File: src/usr_pkg.sv
/*
  Constants for the serial channel status, mask and holding block:
  APB offsets, bit positions of the shared status map, command bits
  and field widths.
  Assumes a 32-bit APB with word-aligned registers.
*/
// How it works
// - Disable write ones clear mask bits
// - Mask read shows enabled sources
// - Shared bit map, bits 0-13, 16-19
// - Status bits 20-23 mirror modem pins
// - Receive ready: set on char, clear
// - Receive ready returns on re-enable
// - Transmit ready low: full, break, disabled
// - Transmit ready high at enable
// - Break flag sticky until error clear
// - Overrun flag sticky until error clear
// - Framing flag sticky until error clear
// - Parity flag sticky until error clear
// - Timeout flag, zero when value zero
// - Transmit empty low while busy, disabled
// - Retry flag sticky until retry clear
// - DMA end flags follow, no latch
// - DMA buffer flags follow directly
// - Refusal flag sticky until refusal clear
// - Modem change flags, clear on read
// - Receive character in bits 0-8
// - Error clear clears four flags together
// - Enable write ones set mask bits
`default_nettype none
package usr_pkg;

  // Register byte offsets
  localparam logic [7:0] OFS_COMMAND   = 8'h00;
  localparam logic [7:0] OFS_IRQ_EN    = 8'h08;
  localparam logic [7:0] OFS_IRQ_DIS   = 8'h0c;
  localparam logic [7:0] OFS_IRQ_MASK  = 8'h10;
  localparam logic [7:0] OFS_STATUS    = 8'h14;
  localparam logic [7:0] OFS_RX_HOLD   = 8'h18;
  localparam logic [7:0] OFS_TX_HOLD   = 8'h1c;
  localparam logic [7:0] OFS_TIMEOUT   = 8'h24;
  localparam logic [7:0] OFS_LINK      = 8'h28;

  // Status / mask bit positions
  localparam int BIT_RX_AVAIL    = 0;
  localparam int BIT_TX_FREE     = 1;
  localparam int BIT_BREAK       = 2;
  localparam int BIT_RX_DMA_END  = 3;
  localparam int BIT_TX_DMA_END  = 4;
  localparam int BIT_OVERRUN     = 5;
  localparam int BIT_FRAMING     = 6;
  localparam int BIT_PARITY      = 7;
  localparam int BIT_TIMEOUT     = 8;
  localparam int BIT_TX_DRAINED  = 9;
  localparam int BIT_RETRY       = 10;
  localparam int BIT_TX_BUF_DRN  = 11;
  localparam int BIT_RX_BUF_FULL = 12;
  localparam int BIT_REFUSAL     = 13;
  localparam int BIT_CHG_LO      = 16;
  localparam int BIT_LVL_LO      = 20;
  localparam int MODEM_PINS      = 4;
  localparam int IRQ_BITS        = 20;

  // Bits that exist in the mask register
  localparam logic [31:0] MASK_VALID  = 32'h000f3fff;
  localparam logic [31:0] MASK_RESET  = 32'h00000000;

  // Command register bits
  localparam int CMD_RX_EN       = 4;
  localparam int CMD_RX_DIS      = 5;
  localparam int CMD_TX_EN       = 6;
  localparam int CMD_TX_DIS      = 7;
  localparam int CMD_CLR_ERR     = 8;
  localparam int CMD_BEGIN_BRK   = 9;
  localparam int CMD_START_TMO   = 11;
  localparam int CMD_CLR_RETRY   = 13;
  localparam int CMD_CLR_REFUSAL = 14;

  // Field widths
  localparam int CHAR_W          = 9;
  localparam int TMO_W           = 16;
  localparam logic [TMO_W-1:0] TMO_RESET = 16'h0000;

endpackage
`default_nettype wire

File: src/usr_status_regs.sv
/*
  Status, interrupt-mask and character-holding registers of a serial
  transceiver, reached over APB (zero wait states).
  Assumes the receive/transmit engines, time-out counter and DMA
  channels run on ref_clk and drive the event and level inputs; the
  four modem pins are asynchronous and are synchronised here.
*/
// The address map and register access over APB are this design's own decisions.
`timescale 1ns/1ps
`default_nettype none
module usr_status_regs (
  input  wire logic                     ref_clk,          // 40 MHz clock
  input  wire logic                     sys_rst,          // Sync reset, high
  // APB slave
  input  wire logic                     psel,             // Select
  input  wire logic                     penable,          // Access phase
  input  wire logic                     pwrite,           // Write when high
  input  wire logic [7:0]               paddr,            // Byte address
  input  wire logic [31:0]              pwdata,           // Write data
  output logic                          pready,           // Always ready
  output logic                          pslverr,          // Unmapped or wrong-direction access
  output logic      [31:0]              prdata,           // Read data
  // Receiver engine
  input  wire logic                     rxCharDone,       // Char complete pulse
  input  wire logic [usr_pkg::CHAR_W-1:0] rxCharField,    // Received char
  input  wire logic                     overrunEvt,       // Overrun pulse
  input  wire logic                     framingEvt,       // Stop bit low pulse
  input  wire logic                     parityEvt,        // Parity fail pulse
  input  wire logic                     breakEvt,         // Break or break end
  input  wire logic                     timeoutEvt,       // Time-out expiry
  input  wire logic                     retryLimitEvt,    // Max repetitions
  input  wire logic                     refusalEvt,       // Non-acknowledge
  // Transmitter engine
  input  wire logic                     txShiftLoad,      // Holding char taken
  input  wire logic                     txShiftBusy,      // Shift reg occupied
  input  wire logic                     breakStarted,     // Break now sending
  output logic      [usr_pkg::CHAR_W-1:0] txCharField,    // Char to send
  output logic                          txCharPending,    // Holding reg full
  output logic                          beginBreakReq,    // Break pending
  output logic                          rxEnabled,        // Receiver on
  output logic                          txEnabled,        // Transmitter on
  output logic                          startTimeoutCmd,  // One-cycle pulse
  output logic      [usr_pkg::TMO_W-1:0] timeoutValue,    // Time-out setting
  // DMA channel levels
  input  wire logic                     rxDmaEnd,         // Rx end of transfer
  input  wire logic                     txDmaEnd,         // Tx end of transfer
  input  wire logic                     txDmaBufferDrained, // Tx buffer empty
  input  wire logic                     rxDmaBufferFull,  // Rx buffer full
  // Modem pins (asynchronous)
  input  wire logic [usr_pkg::MODEM_PINS-1:0] modemPins,  // Bell,setrdy,line,clr
  output logic                          irq               // Interrupt request
);

  // APB phase decode
  logic        setupPhase;
  logic        accessPhase;
  logic        decodeHit;
  logic        writeOk;
  logic [31:0] readMux;
  logic [31:0] statusWord;
  logic [31:0] irqMask;
  logic [31:0] cmdWord;
  logic        cmdWrite;

  assign setupPhase  = psel & ~penable;
  assign accessPhase = psel & penable;
  assign pready      = 1'b1;
  assign cmdWrite    = accessPhase & pwrite & (paddr == usr_pkg::OFS_COMMAND);
  assign cmdWord     = cmdWrite ? pwdata : 32'h00000000;

  // Modem pin synchroniser and change detect
  logic [usr_pkg::MODEM_PINS-1:0] modemMeta;
  logic [usr_pkg::MODEM_PINS-1:0] modemSync;
  logic [usr_pkg::MODEM_PINS-1:0] modemPrev;
  logic [usr_pkg::MODEM_PINS-1:0] modemChange;
  logic [2:0]                     modemPrimed;

  always_ff @(posedge ref_clk) begin
    if (sys_rst) begin
      modemMeta   <= 4'h0;
      modemSync   <= 4'h0;
      modemPrev   <= 4'h0;
      modemPrimed <= 3'h0;
    end else begin
      modemMeta   <= modemPins;
      modemSync   <= modemMeta;
      modemPrev   <= modemSync;
      modemPrimed <= {modemPrimed[1:0], 1'b1};
    end
  end

  // No change reported until sync and history both hold pin levels,
  // so a pin idling high at reset does not raise a false change
  assign modemChange = (modemSync ^ modemPrev) & {usr_pkg::MODEM_PINS{modemPrimed[2]}};

  // Receiver and transmitter enables from commands
  always_ff @(posedge ref_clk) begin
    if (sys_rst) begin
      rxEnabled <= 1'b0;
      txEnabled <= 1'b0;
    end else begin
      if (cmdWord[usr_pkg::CMD_RX_DIS]) begin
        rxEnabled <= 1'b0;
      end else if (cmdWord[usr_pkg::CMD_RX_EN]) begin
        rxEnabled <= 1'b1;
      end
      if (cmdWord[usr_pkg::CMD_TX_DIS]) begin
        txEnabled <= 1'b0;
      end else if (cmdWord[usr_pkg::CMD_TX_EN]) begin
        txEnabled <= 1'b1;
      end
    end
  end

  // Received character store and availability
  logic                       rxAvail;
  logic [usr_pkg::CHAR_W-1:0] rxChar;
  logic                       rxRead;

  assign rxRead = accessPhase & ~pwrite & (paddr == usr_pkg::OFS_RX_HOLD);

  always_ff @(posedge ref_clk) begin
    if (sys_rst) begin
      rxAvail <= 1'b0;
      rxChar  <= '0;
    end else begin
      if (rxCharDone) begin
        rxChar  <= rxCharField;
        rxAvail <= 1'b1;                              // set wins
      end else if (rxRead) begin
        rxAvail <= 1'b0;
      end
    end
  end

  // Transmit holding register and break request
  always_ff @(posedge ref_clk) begin
    if (sys_rst) begin
      txCharField   <= '0;
      txCharPending <= 1'b0;
      beginBreakReq <= 1'b0;
    end else begin
      if (accessPhase & pwrite & (paddr == usr_pkg::OFS_TX_HOLD)) begin
        txCharField   <= pwdata[usr_pkg::CHAR_W-1:0];
        txCharPending <= 1'b1;
      end else if (txShiftLoad) begin
        txCharPending <= 1'b0;
      end
      if (cmdWord[usr_pkg::CMD_BEGIN_BRK]) begin
        beginBreakReq <= 1'b1;
      end else if (breakStarted) begin
        beginBreakReq <= 1'b0;
      end
    end
  end

  // Time-out value and start command
  always_ff @(posedge ref_clk) begin
    if (sys_rst) begin
      timeoutValue    <= usr_pkg::TMO_RESET;
      startTimeoutCmd <= 1'b0;
    end else begin
      startTimeoutCmd <= cmdWord[usr_pkg::CMD_START_TMO];
      if (accessPhase & pwrite & (paddr == usr_pkg::OFS_TIMEOUT)) begin
        timeoutValue <= pwdata[usr_pkg::TMO_W-1:0];
      end
    end
  end

  // Sticky error flags; an event in the clear cycle wins
  logic breakFlag;
  logic overrunFlag;
  logic framingFlag;
  logic parityFlag;
  logic timeoutFlag;
  logic retryFlag;
  logic refusalFlag;
  logic clrErr;

  assign clrErr = cmdWord[usr_pkg::CMD_CLR_ERR];

  always_ff @(posedge ref_clk) begin
    if (sys_rst) begin
      breakFlag   <= 1'b0;
      overrunFlag <= 1'b0;
      framingFlag <= 1'b0;
      parityFlag  <= 1'b0;
    end else begin
      breakFlag   <= breakEvt   | (breakFlag   & ~clrErr);
      overrunFlag <= overrunEvt | (overrunFlag & ~clrErr);
      framingFlag <= framingEvt | (framingFlag & ~clrErr);
      parityFlag  <= parityEvt  | (parityFlag  & ~clrErr);
    end
  end

  // Time-out, retry and refusal flags
  always_ff @(posedge ref_clk) begin
    if (sys_rst) begin
      timeoutFlag <= 1'b0;
      retryFlag   <= 1'b0;
      refusalFlag <= 1'b0;
    end else begin
      if (timeoutValue == usr_pkg::TMO_RESET) begin
        timeoutFlag <= 1'b0;
      end else begin
        timeoutFlag <= timeoutEvt |
                       (timeoutFlag & ~cmdWord[usr_pkg::CMD_START_TMO]);
      end
      retryFlag   <= retryLimitEvt |
                     (retryFlag & ~cmdWord[usr_pkg::CMD_CLR_RETRY]);
      refusalFlag <= refusalEvt |
                     (refusalFlag & ~cmdWord[usr_pkg::CMD_CLR_REFUSAL]);
    end
  end

  // Modem change flags, cleared only for bits the read returned
  logic [usr_pkg::MODEM_PINS-1:0] changeFlag;
  logic [usr_pkg::MODEM_PINS-1:0] changeClr;
  logic                           statusRead;

  assign statusRead = accessPhase & ~pwrite & (paddr == usr_pkg::OFS_STATUS);
  assign changeClr  = statusRead ?
                      prdata[usr_pkg::BIT_CHG_LO +: usr_pkg::MODEM_PINS] : 4'h0;

  always_ff @(posedge ref_clk) begin
    if (sys_rst) begin
      changeFlag <= 4'h0;
    end else begin
      changeFlag <= modemChange | (changeFlag & ~changeClr);
    end
  end

  // Channel status word assembly
  always_comb begin
    statusWord = 32'h00000000;
    statusWord[usr_pkg::BIT_RX_AVAIL]    = rxAvail & rxEnabled;
    statusWord[usr_pkg::BIT_TX_FREE]     = txEnabled & ~txCharPending &
                                           ~beginBreakReq;
    statusWord[usr_pkg::BIT_BREAK]       = breakFlag;
    statusWord[usr_pkg::BIT_RX_DMA_END]  = rxDmaEnd;
    statusWord[usr_pkg::BIT_TX_DMA_END]  = txDmaEnd;
    statusWord[usr_pkg::BIT_OVERRUN]     = overrunFlag;
    statusWord[usr_pkg::BIT_FRAMING]     = framingFlag;
    statusWord[usr_pkg::BIT_PARITY]      = parityFlag;
    statusWord[usr_pkg::BIT_TIMEOUT]     = timeoutFlag;
    statusWord[usr_pkg::BIT_TX_DRAINED]  = txEnabled & ~txCharPending &
                                           ~txShiftBusy;
    statusWord[usr_pkg::BIT_RETRY]       = retryFlag;
    statusWord[usr_pkg::BIT_TX_BUF_DRN]  = txDmaBufferDrained;
    statusWord[usr_pkg::BIT_RX_BUF_FULL] = rxDmaBufferFull;
    statusWord[usr_pkg::BIT_REFUSAL]     = refusalFlag;
    statusWord[usr_pkg::BIT_CHG_LO +: usr_pkg::MODEM_PINS] = changeFlag;
    statusWord[usr_pkg::BIT_LVL_LO +: usr_pkg::MODEM_PINS] = modemSync;
  end

  // Interrupt mask: enable sets, disable clears, reserved stay zero
  logic [31:0] maskSet;
  logic [31:0] maskClr;

  assign maskSet = (accessPhase & pwrite & (paddr == usr_pkg::OFS_IRQ_EN)) ?
                   pwdata : 32'h00000000;
  assign maskClr = (accessPhase & pwrite & (paddr == usr_pkg::OFS_IRQ_DIS)) ?
                   pwdata : 32'h00000000;

  always_ff @(posedge ref_clk) begin
    if (sys_rst) begin
      irqMask <= usr_pkg::MASK_RESET;
    end else begin
      irqMask <= ((irqMask | maskSet) & ~maskClr) & usr_pkg::MASK_VALID;
    end
  end

  // Interrupt output
  always_ff @(posedge ref_clk) begin
    if (sys_rst) begin
      irq <= 1'b0;
    end else begin
      irq <= |(statusWord[usr_pkg::IRQ_BITS-1:0] & irqMask[usr_pkg::IRQ_BITS-1:0]);
    end
  end

  // Address decode for reads and legal writes
  always_comb begin
    readMux   = 32'h00000000;
    decodeHit = 1'b1;
    writeOk   = 1'b0;
    unique case (paddr)
      usr_pkg::OFS_COMMAND:  writeOk = 1'b1;
      usr_pkg::OFS_IRQ_EN:   writeOk = 1'b1;
      usr_pkg::OFS_IRQ_DIS:  writeOk = 1'b1;
      usr_pkg::OFS_TX_HOLD:  writeOk = 1'b1;
      usr_pkg::OFS_IRQ_MASK: readMux = irqMask;
      usr_pkg::OFS_STATUS:   readMux = statusWord;
      usr_pkg::OFS_RX_HOLD:  readMux[usr_pkg::CHAR_W-1:0] = rxChar;
      usr_pkg::OFS_TIMEOUT: begin
        readMux[usr_pkg::TMO_W-1:0] = timeoutValue;
        writeOk = 1'b1;
      end
      usr_pkg::OFS_LINK: begin
        readMux[0] = rxEnabled;
        readMux[1] = txEnabled;
      end
      default: decodeHit = 1'b0;
    endcase
  end

  // Read data captured in the setup cycle; error in the access cycle
  always_ff @(posedge ref_clk) begin
    if (sys_rst) begin
      prdata <= 32'h00000000;
    end else if (setupPhase) begin
      prdata <= pwrite ? 32'h00000000 : readMux;
    end
  end

  always_comb begin
    if (pwrite) begin
      pslverr = accessPhase & ~writeOk;
    end else begin
      pslverr = accessPhase & (~decodeHit | writeOk & (paddr != usr_pkg::OFS_TIMEOUT));
    end
  end

endmodule
`default_nettype wire

File: config.mk
export PLATFORM = sky130hd
export DESIGN_NAME = usr_status_regs
export DESIGN_NICKNAME = d
export VERILOG_FILES = /design/src/usr_pkg.sv /design/src/usr_status_regs.sv
export SDC_FILE = /design/constraint.sdc
export NUM_CORES = 1
export LEC_CHECK = 0
export ABC_CLOCK_PERIOD_IN_PS = 3250
export BUFFER_PORTS_ARGS = -buffer_cell sky130_fd_sc_hd__buf_2
export CORE_UTILIZATION = 52
export CTS_CLUSTER_DIAMETER = 40
export CTS_CLUSTER_SIZE = 30
export DETAILED_ROUTE_END_ITERATION = 16
export PLACE_DENSITY_LB_ADDON = 0.3
export SYNTH_ARGS = -nofsm -noshare
export SYNTH_HDL_FRONTEND = slang
export SYNTH_SLANG_ARGS = --single-unit
File: constraint.sdc
create_clock -name ref_clk -period 3.25 [get_ports ref_clk]
set_input_delay 0.325 -clock ref_clk [delete_from_list [all_inputs] [get_ports ref_clk]]
set_output_delay 0.325 -clock ref_clk [all_outputs]
set_load 0.01 [all_outputs]
==> results.cfg, run 1 <==
[synth]
syn_area_um2 = 4560
synth_seq_area_share_pct = 47.9
synth.distinct_cells = 54
synth_top_family_by_area = compound AO/OA/AOI/OAI gates
synthXorXnorAreaFrac_pct = 0.961
synth_edf_count = 0
yosysTopAreaCellShare_pct = 47.9
yosys.area.top_type = dfxtp_1
synth.mux.area_fraction_pct = 2.22
synthTopCellsByArea = dfxtp_1 (48%), a21oi_1 (7.1%), nand2_1 (6.1%), a22oi_1 (4.4%), a211oi_1 (3.3%)
ys_ff_latch = 109
synth_compound_area_share_pct = 23.9
synth_warnings = 0
synth_flop_cell = dfxtp_1
synthAdderAreaFrac_pct = 0
ys_async_sr_fraction_pct = 0
synthCells = 515
synth.avg_cell_area_um2 = 8.85
synthSimpleGateAreaFrac_pct = 18.9

[global_routing]
grt.busiest_layer = met2
grt_antenna_before_repair = 0
grt_pass1_vias = 3705
grt_start_max_net_pins = 96
gr-usage-all-layers_pct = 27.7
grt_pass1_wl_mm = 18.9
grt-ovfl-total = 0
met3_usage_pct = 7.66
grt_use_met1_pct = 38.8
gr-usage-met2_pct = 41.3

[routing]
routed_wl_mm = 12.4
vias_per_cell = 5.84
drtIter0Drc = 364
wl_per_cell_um = 17.4
drtAntennaViolNets = 0
dr.pass1.iters = 5
route.detailed.drc = 0
vias = 4187

[final_layout]
antennaDiodeCount = 0
final_util_pct = 63.3
areaGrowthSynthToFinish_pct = 15.9
drive_gt1_share_pct = 24.0
nets = 680

[worst_setup_path]
worst_ep_arrival_time_ns = 2.02
startpoint_type = input port
required_ns = 2.92
worstPathMaxFanout = 10
end_kind = output pin
crit_type = in2out

[clock_network]
postCtsResizedCells = 0
cts_tree = done
clkLatencyLatePin_ns = 0.38
clk_pin_slew_worst_paths_ns = 0.11
cts_buffer_depth = 2
numCtsBuffers = 9
cts_num_sinks = 109
h-tree-depth = 3
cts_root_buf = clkbuf_8
cts_setup_buffers = 0
hold_buffers = 0

[floorplanning]
start_util_pct = 54.6
coreArea_um2 = 8340
die-area_um2 = 9140
die_x_um = 95.6
rows = 33
die_height_um = 95.6
io_pins = 138

[timing]
setup_tns_ns = 0
maxSlewHeadroom_pct = 34.5
fin_crit_ns = 2.35
fmax_ghz = 0.426
worst-slew-pin-transition_ns = 0.982
timing.final.crit_share_pct = 72.3
rsz0062_at_grt = false
hold_viol = 0
drv_slew = 0
finalSetupViolCount = 0
finClkSkew_ns = 0.00822

[power_and_ir_drop]
total_power_mw = 2.32
power_density_nw_per_um2 = 439
cellLeakagePower_nw = 2.15
peakVddDrop_uv = 187

[min_path]
hold_path_class = in2reg

[outcome]
outcome = finished clean

[job]
cap_viol_max_count = 0

[place]
gp_congestion = 0.876
numPortBuffers = 116
dp_hpwl_mm = 8.77
[cells in the mapped netlist, drive strengths merged (9+ instances only)]
master	count
a22oi	28
buf	22
nor2	27
nand3	11
o21ai	16
a211oi	20
nand2	74
a21oi	66
clkbuf	24
mux2i	9
dfxtp	109
nor2b	18
[worst paths after layout]
| check | end | slack (ns) | from | depth (start not counted) |
|---|---|---|---|---|
| min | irqMask[19] | 0.13 | pwdata[19] | 2 |
| max reg2reg | prdata[1] | 1.94 | txEnabled | 4 |
| max | pslverr | 0.90 | paddr[5] | 6 |
| min reg2reg | modemSync[2] | 0.45 | modemMeta[2] | 1 |
[cell type report]
| type | instances | area (µm²) |
|---|---|---|
| clock buffer | 9 | 124 |
| clock inverter | 7 | 60.1 |
| fill | 736 | 3060 |
| inverter | 8 | 30.0 |
| multi-input combinational | 359 | 2140 |
| sequential | 109 | 2180 |
| tap | 105 | 131 |
| timing repair buffer | 120 | 611 |
[per-layer routing]
layer | wire [µm] | part of all wire [%]
met3 | 1130 | 9.1
met5 | 0 | 0
met2 | 5560 | 45
met1 | 5600 | 45
met4 | 154 | 1.2
[worst max-delay path: stages]
cell	delay (ns)
buf_2	0.15
or4b_1	0.79
a21boi_0	0.27
o22ai_1	0.11
a32o_1	0.24
buf_2	0.14
[state kept, by name (all words and copies together) (netlist names), 3 cells and up]
name	flops
changeFlag	4
irqMask	18
modemMeta	4
modemPrev	4
modemPrimed	3
modemSync	4
prdata	24
rxChar	9
timeoutValue	16
txCharField	9
[per-stage QoR]
stage                     std cells  cell area [µm²]  hold WS, ns  worst slack, ns
after global placement          701             5100        0.418            0.959
after CTS                       717             5280        0.127            0.906
final                           717             5280        0.131            0.902
after detailed placement        701             5100        0.421            0.917
after floorplan                 522             4580        0.414             1.31
after global routing            717             5280        0.121            0.829
[power by group]
part	total [mW]	leakage, nW	internal [mW]	switching, mW
combinational	0.164	1.17	0.0608	0.104
sequential	1.37	0.885	1.36	0.0142
clock	0.779	0.0927	0.290	0.490
total	2.32	2.15	1.71	0.608
[cell families after synthesis]
kind of cell,after synthesis
AOI/OAI and AO/OA,168
and+or+nand+nor,167
DFF,109
buffers and inverters,54
muxes,10
xor gates and xnor gates,5
other,2
[placed cells by master, fill, tap and decap left out, types with 11 or more instances in the layout]
cell type,instances
buf_2,116
dfxtp_1,109
nand2_1,74
a21oi_1,65
nor2_1,27
a22oi_1,27
a211oi_1,20
nor2b_1,18
o21ai_0,15
nand3_1,11
Power figures use the tool's default switching activity.
==> inputs of run 2 (changes only) <==
--- a/config.mk
+++ b/config.mk
@@ -5,9 +5,9 @@
 export SDC_FILE = /design/constraint.sdc
 export NUM_CORES = 1
 export LEC_CHECK = 0
-export ABC_CLOCK_PERIOD_IN_PS = 3250
+export ABC_CLOCK_PERIOD_IN_PS = 2200
 export BUFFER_PORTS_ARGS = -buffer_cell sky130_fd_sc_hd__buf_2
-export CORE_UTILIZATION = 52
+export CORE_UTILIZATION = 51
 export CTS_CLUSTER_DIAMETER = 40
 export CTS_CLUSTER_SIZE = 30
 export DETAILED_ROUTE_END_ITERATION = 16
==> constraint.sdc (replaced) <==
create_clock -name ref_clk -period 2.2 [get_ports ref_clk]
set_input_delay 0.22 -clock ref_clk [delete_from_list [all_inputs] [get_ports ref_clk]]
set_output_delay 0.22 -clock ref_clk [all_outputs]
set_load 0.01 [all_outputs]
==> run 2 against run 1 <==
Worst hold slack worse by 0.099 ns. Clock power is 48% higher. Sequential share of layout area is 0.96 points lower. First-iteration DRC count is 24% lower. Count of clock-buffer cells in the layout stayed put. Non-clock buffer count is 10 higher. Routed wire length is 2.1% higher. Utilization is 1.0 points lower. Highest routed layer unchanged.
==> results.cfg, run 2 (synthesized netlist as in run 1, its figures left out) <==
[outcome]
outcome = finished clean

[final_layout]
instances_no_fill = 730
nets = 690
final_cell_mix = buf_2 (116), dfxtp_1 (109), nand2_1 (74), a21oi_1 (65)
areaGrowthSynthToFinish_pct = 18.6
final_common_cell = buf_2
drive_gt1_share_pct = 25.2
top_register = prdata
final_area_um2 = 5410
largest_register_ffs = 24
reg_top3 = prdata (24), irqMask (18), timeoutValue (16)
antennaDiodeCount = 0

[worst_setup_path]
cpPeakStageDelay_ns = 0.71
worst_ep_arrival_time_ns = 1.83
required_ns = 1.98
startpoint_type = input port
path_cells = buf_2, or4b_1, a21boi_0, o22ai_1, a32o_1, buf_2
crit_top_cell = buf_2
worstPathMaxFanout = 9
crit_type = in2out
end_kind = output pin
crit_slowest_cell = or4b_1

[routing]
wl_per_cell_um = 17.4
vias = 4289
drtIter0Drc = 275
vias_per_cell = 5.88
routed_wl_mm = 12.7
dr.pass1.iters = 5
drtAntennaViolNets = 0
route.detailed.drc = 0

[power_and_ir_drop]
comb_power_share_pct = 7.4
cellLeakagePower_nw = 2.21
power_frac_seq_pct = 59.0
peakVddDrop_uv = 284
power.switching_uw = 892
swShare_pct = 26.0
power_density_nw_per_um2 = 635
p_int_mw = 2.54
clockPowerShare_pct = 33.6

[place]
dpl.cell_count = 714
gp_congestion = 0.900
placed_cell_area_um2 = 5210
dp_hpwl_mm = 9.14
numPortBuffers = 116
dpl_worst_slack_ns = 0.157

[timing]
finalSetupViolCount = 0
worst-slew-pin-transition_ns = 0.577
setup_ws_ns = 0.146
maxSlewHeadroom_pct = 61.0
finClkSkew_ns = 0.00862
fmax_ghz = 0.487
timing.final.crit_share_pct = 93.4
drv_slew = 0
rsz0062_at_grt = false
hold_viol = 0
setup_tns_ns = 0
fin_crit_ns = 2.05

[global_routing]
grt_use_met1_pct = 36.4
met3_usage_pct = 4.62
grt_antenna_before_repair = 0
grt.busiest_layer = met2
grt_pass1_vias = 3744
grt_pass1_wl_mm = 19.1
grt_start_max_net_pins = 95
grt-ovfl-total = 0
gr-usage-met2_pct = 43.7
gr-usage-all-layers_pct = 27.3

[clock_network]
postCtsResizedCells = 0
hold_buffers = 0
h-tree-depth = 3
cts_buffer_depth = 2
numCtsBuffers = 9
cts_setup_buffers = 0
clk_pin_slew_worst_paths_ns = 0.11
cts_num_sinks = 109
cts_tree = done
cts_root_buf = clkbuf_8
clkLatencyLatePin_ns = 0.37

[floorplanning]
die-area_um2 = 9320
coreArea_um2 = 8680
start_util_pct = 52.5
die_height_um = 96.5
die_x_um = 96.5
io_pins = 138
rows = 34

[job]
cap_viol_max_count = 0

[min_path]
hold_path_class = in2reg
[run 2: critical path: cells and delay by family]
kind | cells | cell delay (ns)
buffers and inverters | 2 | 0.30
AO/OA/AOI/OAI | 3 | 0.61
AND/OR/NAND/NOR | 1 | 0.71
[run 2: layer usage]
metal | wire (µm) | up-vias
met3 | 1140 | 34
met2 | 5840 | 241
met5 | 0 | -
met4 | 316 | 0
met1 | 5410 | 1968
li1 | - | 2046
[run 2: layout make-up]
cell class | count | area, µm²
Multi-Input combinational cell | 359 | 2140
Tap cell | 108 | 135
Fill cell | 749 | 3270
Clock buffer | 9 | 124
Clock inverter | 7 | 68.8
Inverter | 8 | 30.0
Sequential cell | 109 | 2180
Timing Repair Buffer | 130 | 723
[run 2: worst paths after layout]
path                              startpoint  slack (ns)  cells after the start      endpoint
worst max register to register     txEnabled        0.89                      4     prdata[1]
worst min-delay path              pwdata[19]        0.03                      2   irqMask[19]
worst max-delay path                paddr[5]        0.15                      6       pslverr
worst min register to register  modemMeta[1]        0.45                      1  modemSync[1]
[run 2: through the flow]
step | utilization, % | hold slack, ns | power [mW]
after floorplan | - | 0.317 | 2.21
after global placement | 60.1 | 0.418 | 2.31
after detailed placement | 60.1 | 0.426 | 2.32
after CTS | 62.3 | 0.0205 | 3.45
after global routing | 62.3 | 0.0252 | 3.55
final | 62.3 | 0.0319 | 3.43
[run 2: power by group through the flow]
stage	clock network [mW]	logic (mW)	registers, mW
2_1_floorplan	0	0.148	2.07
4_1_cts	1.17	0.248	2.03
5_1_grt	1.24	0.274	2.03
6_report	1.15	0.252	2.03
3_3_place_gp	0	0.243	2.07
3_5_place_dp	0	0.248	2.07
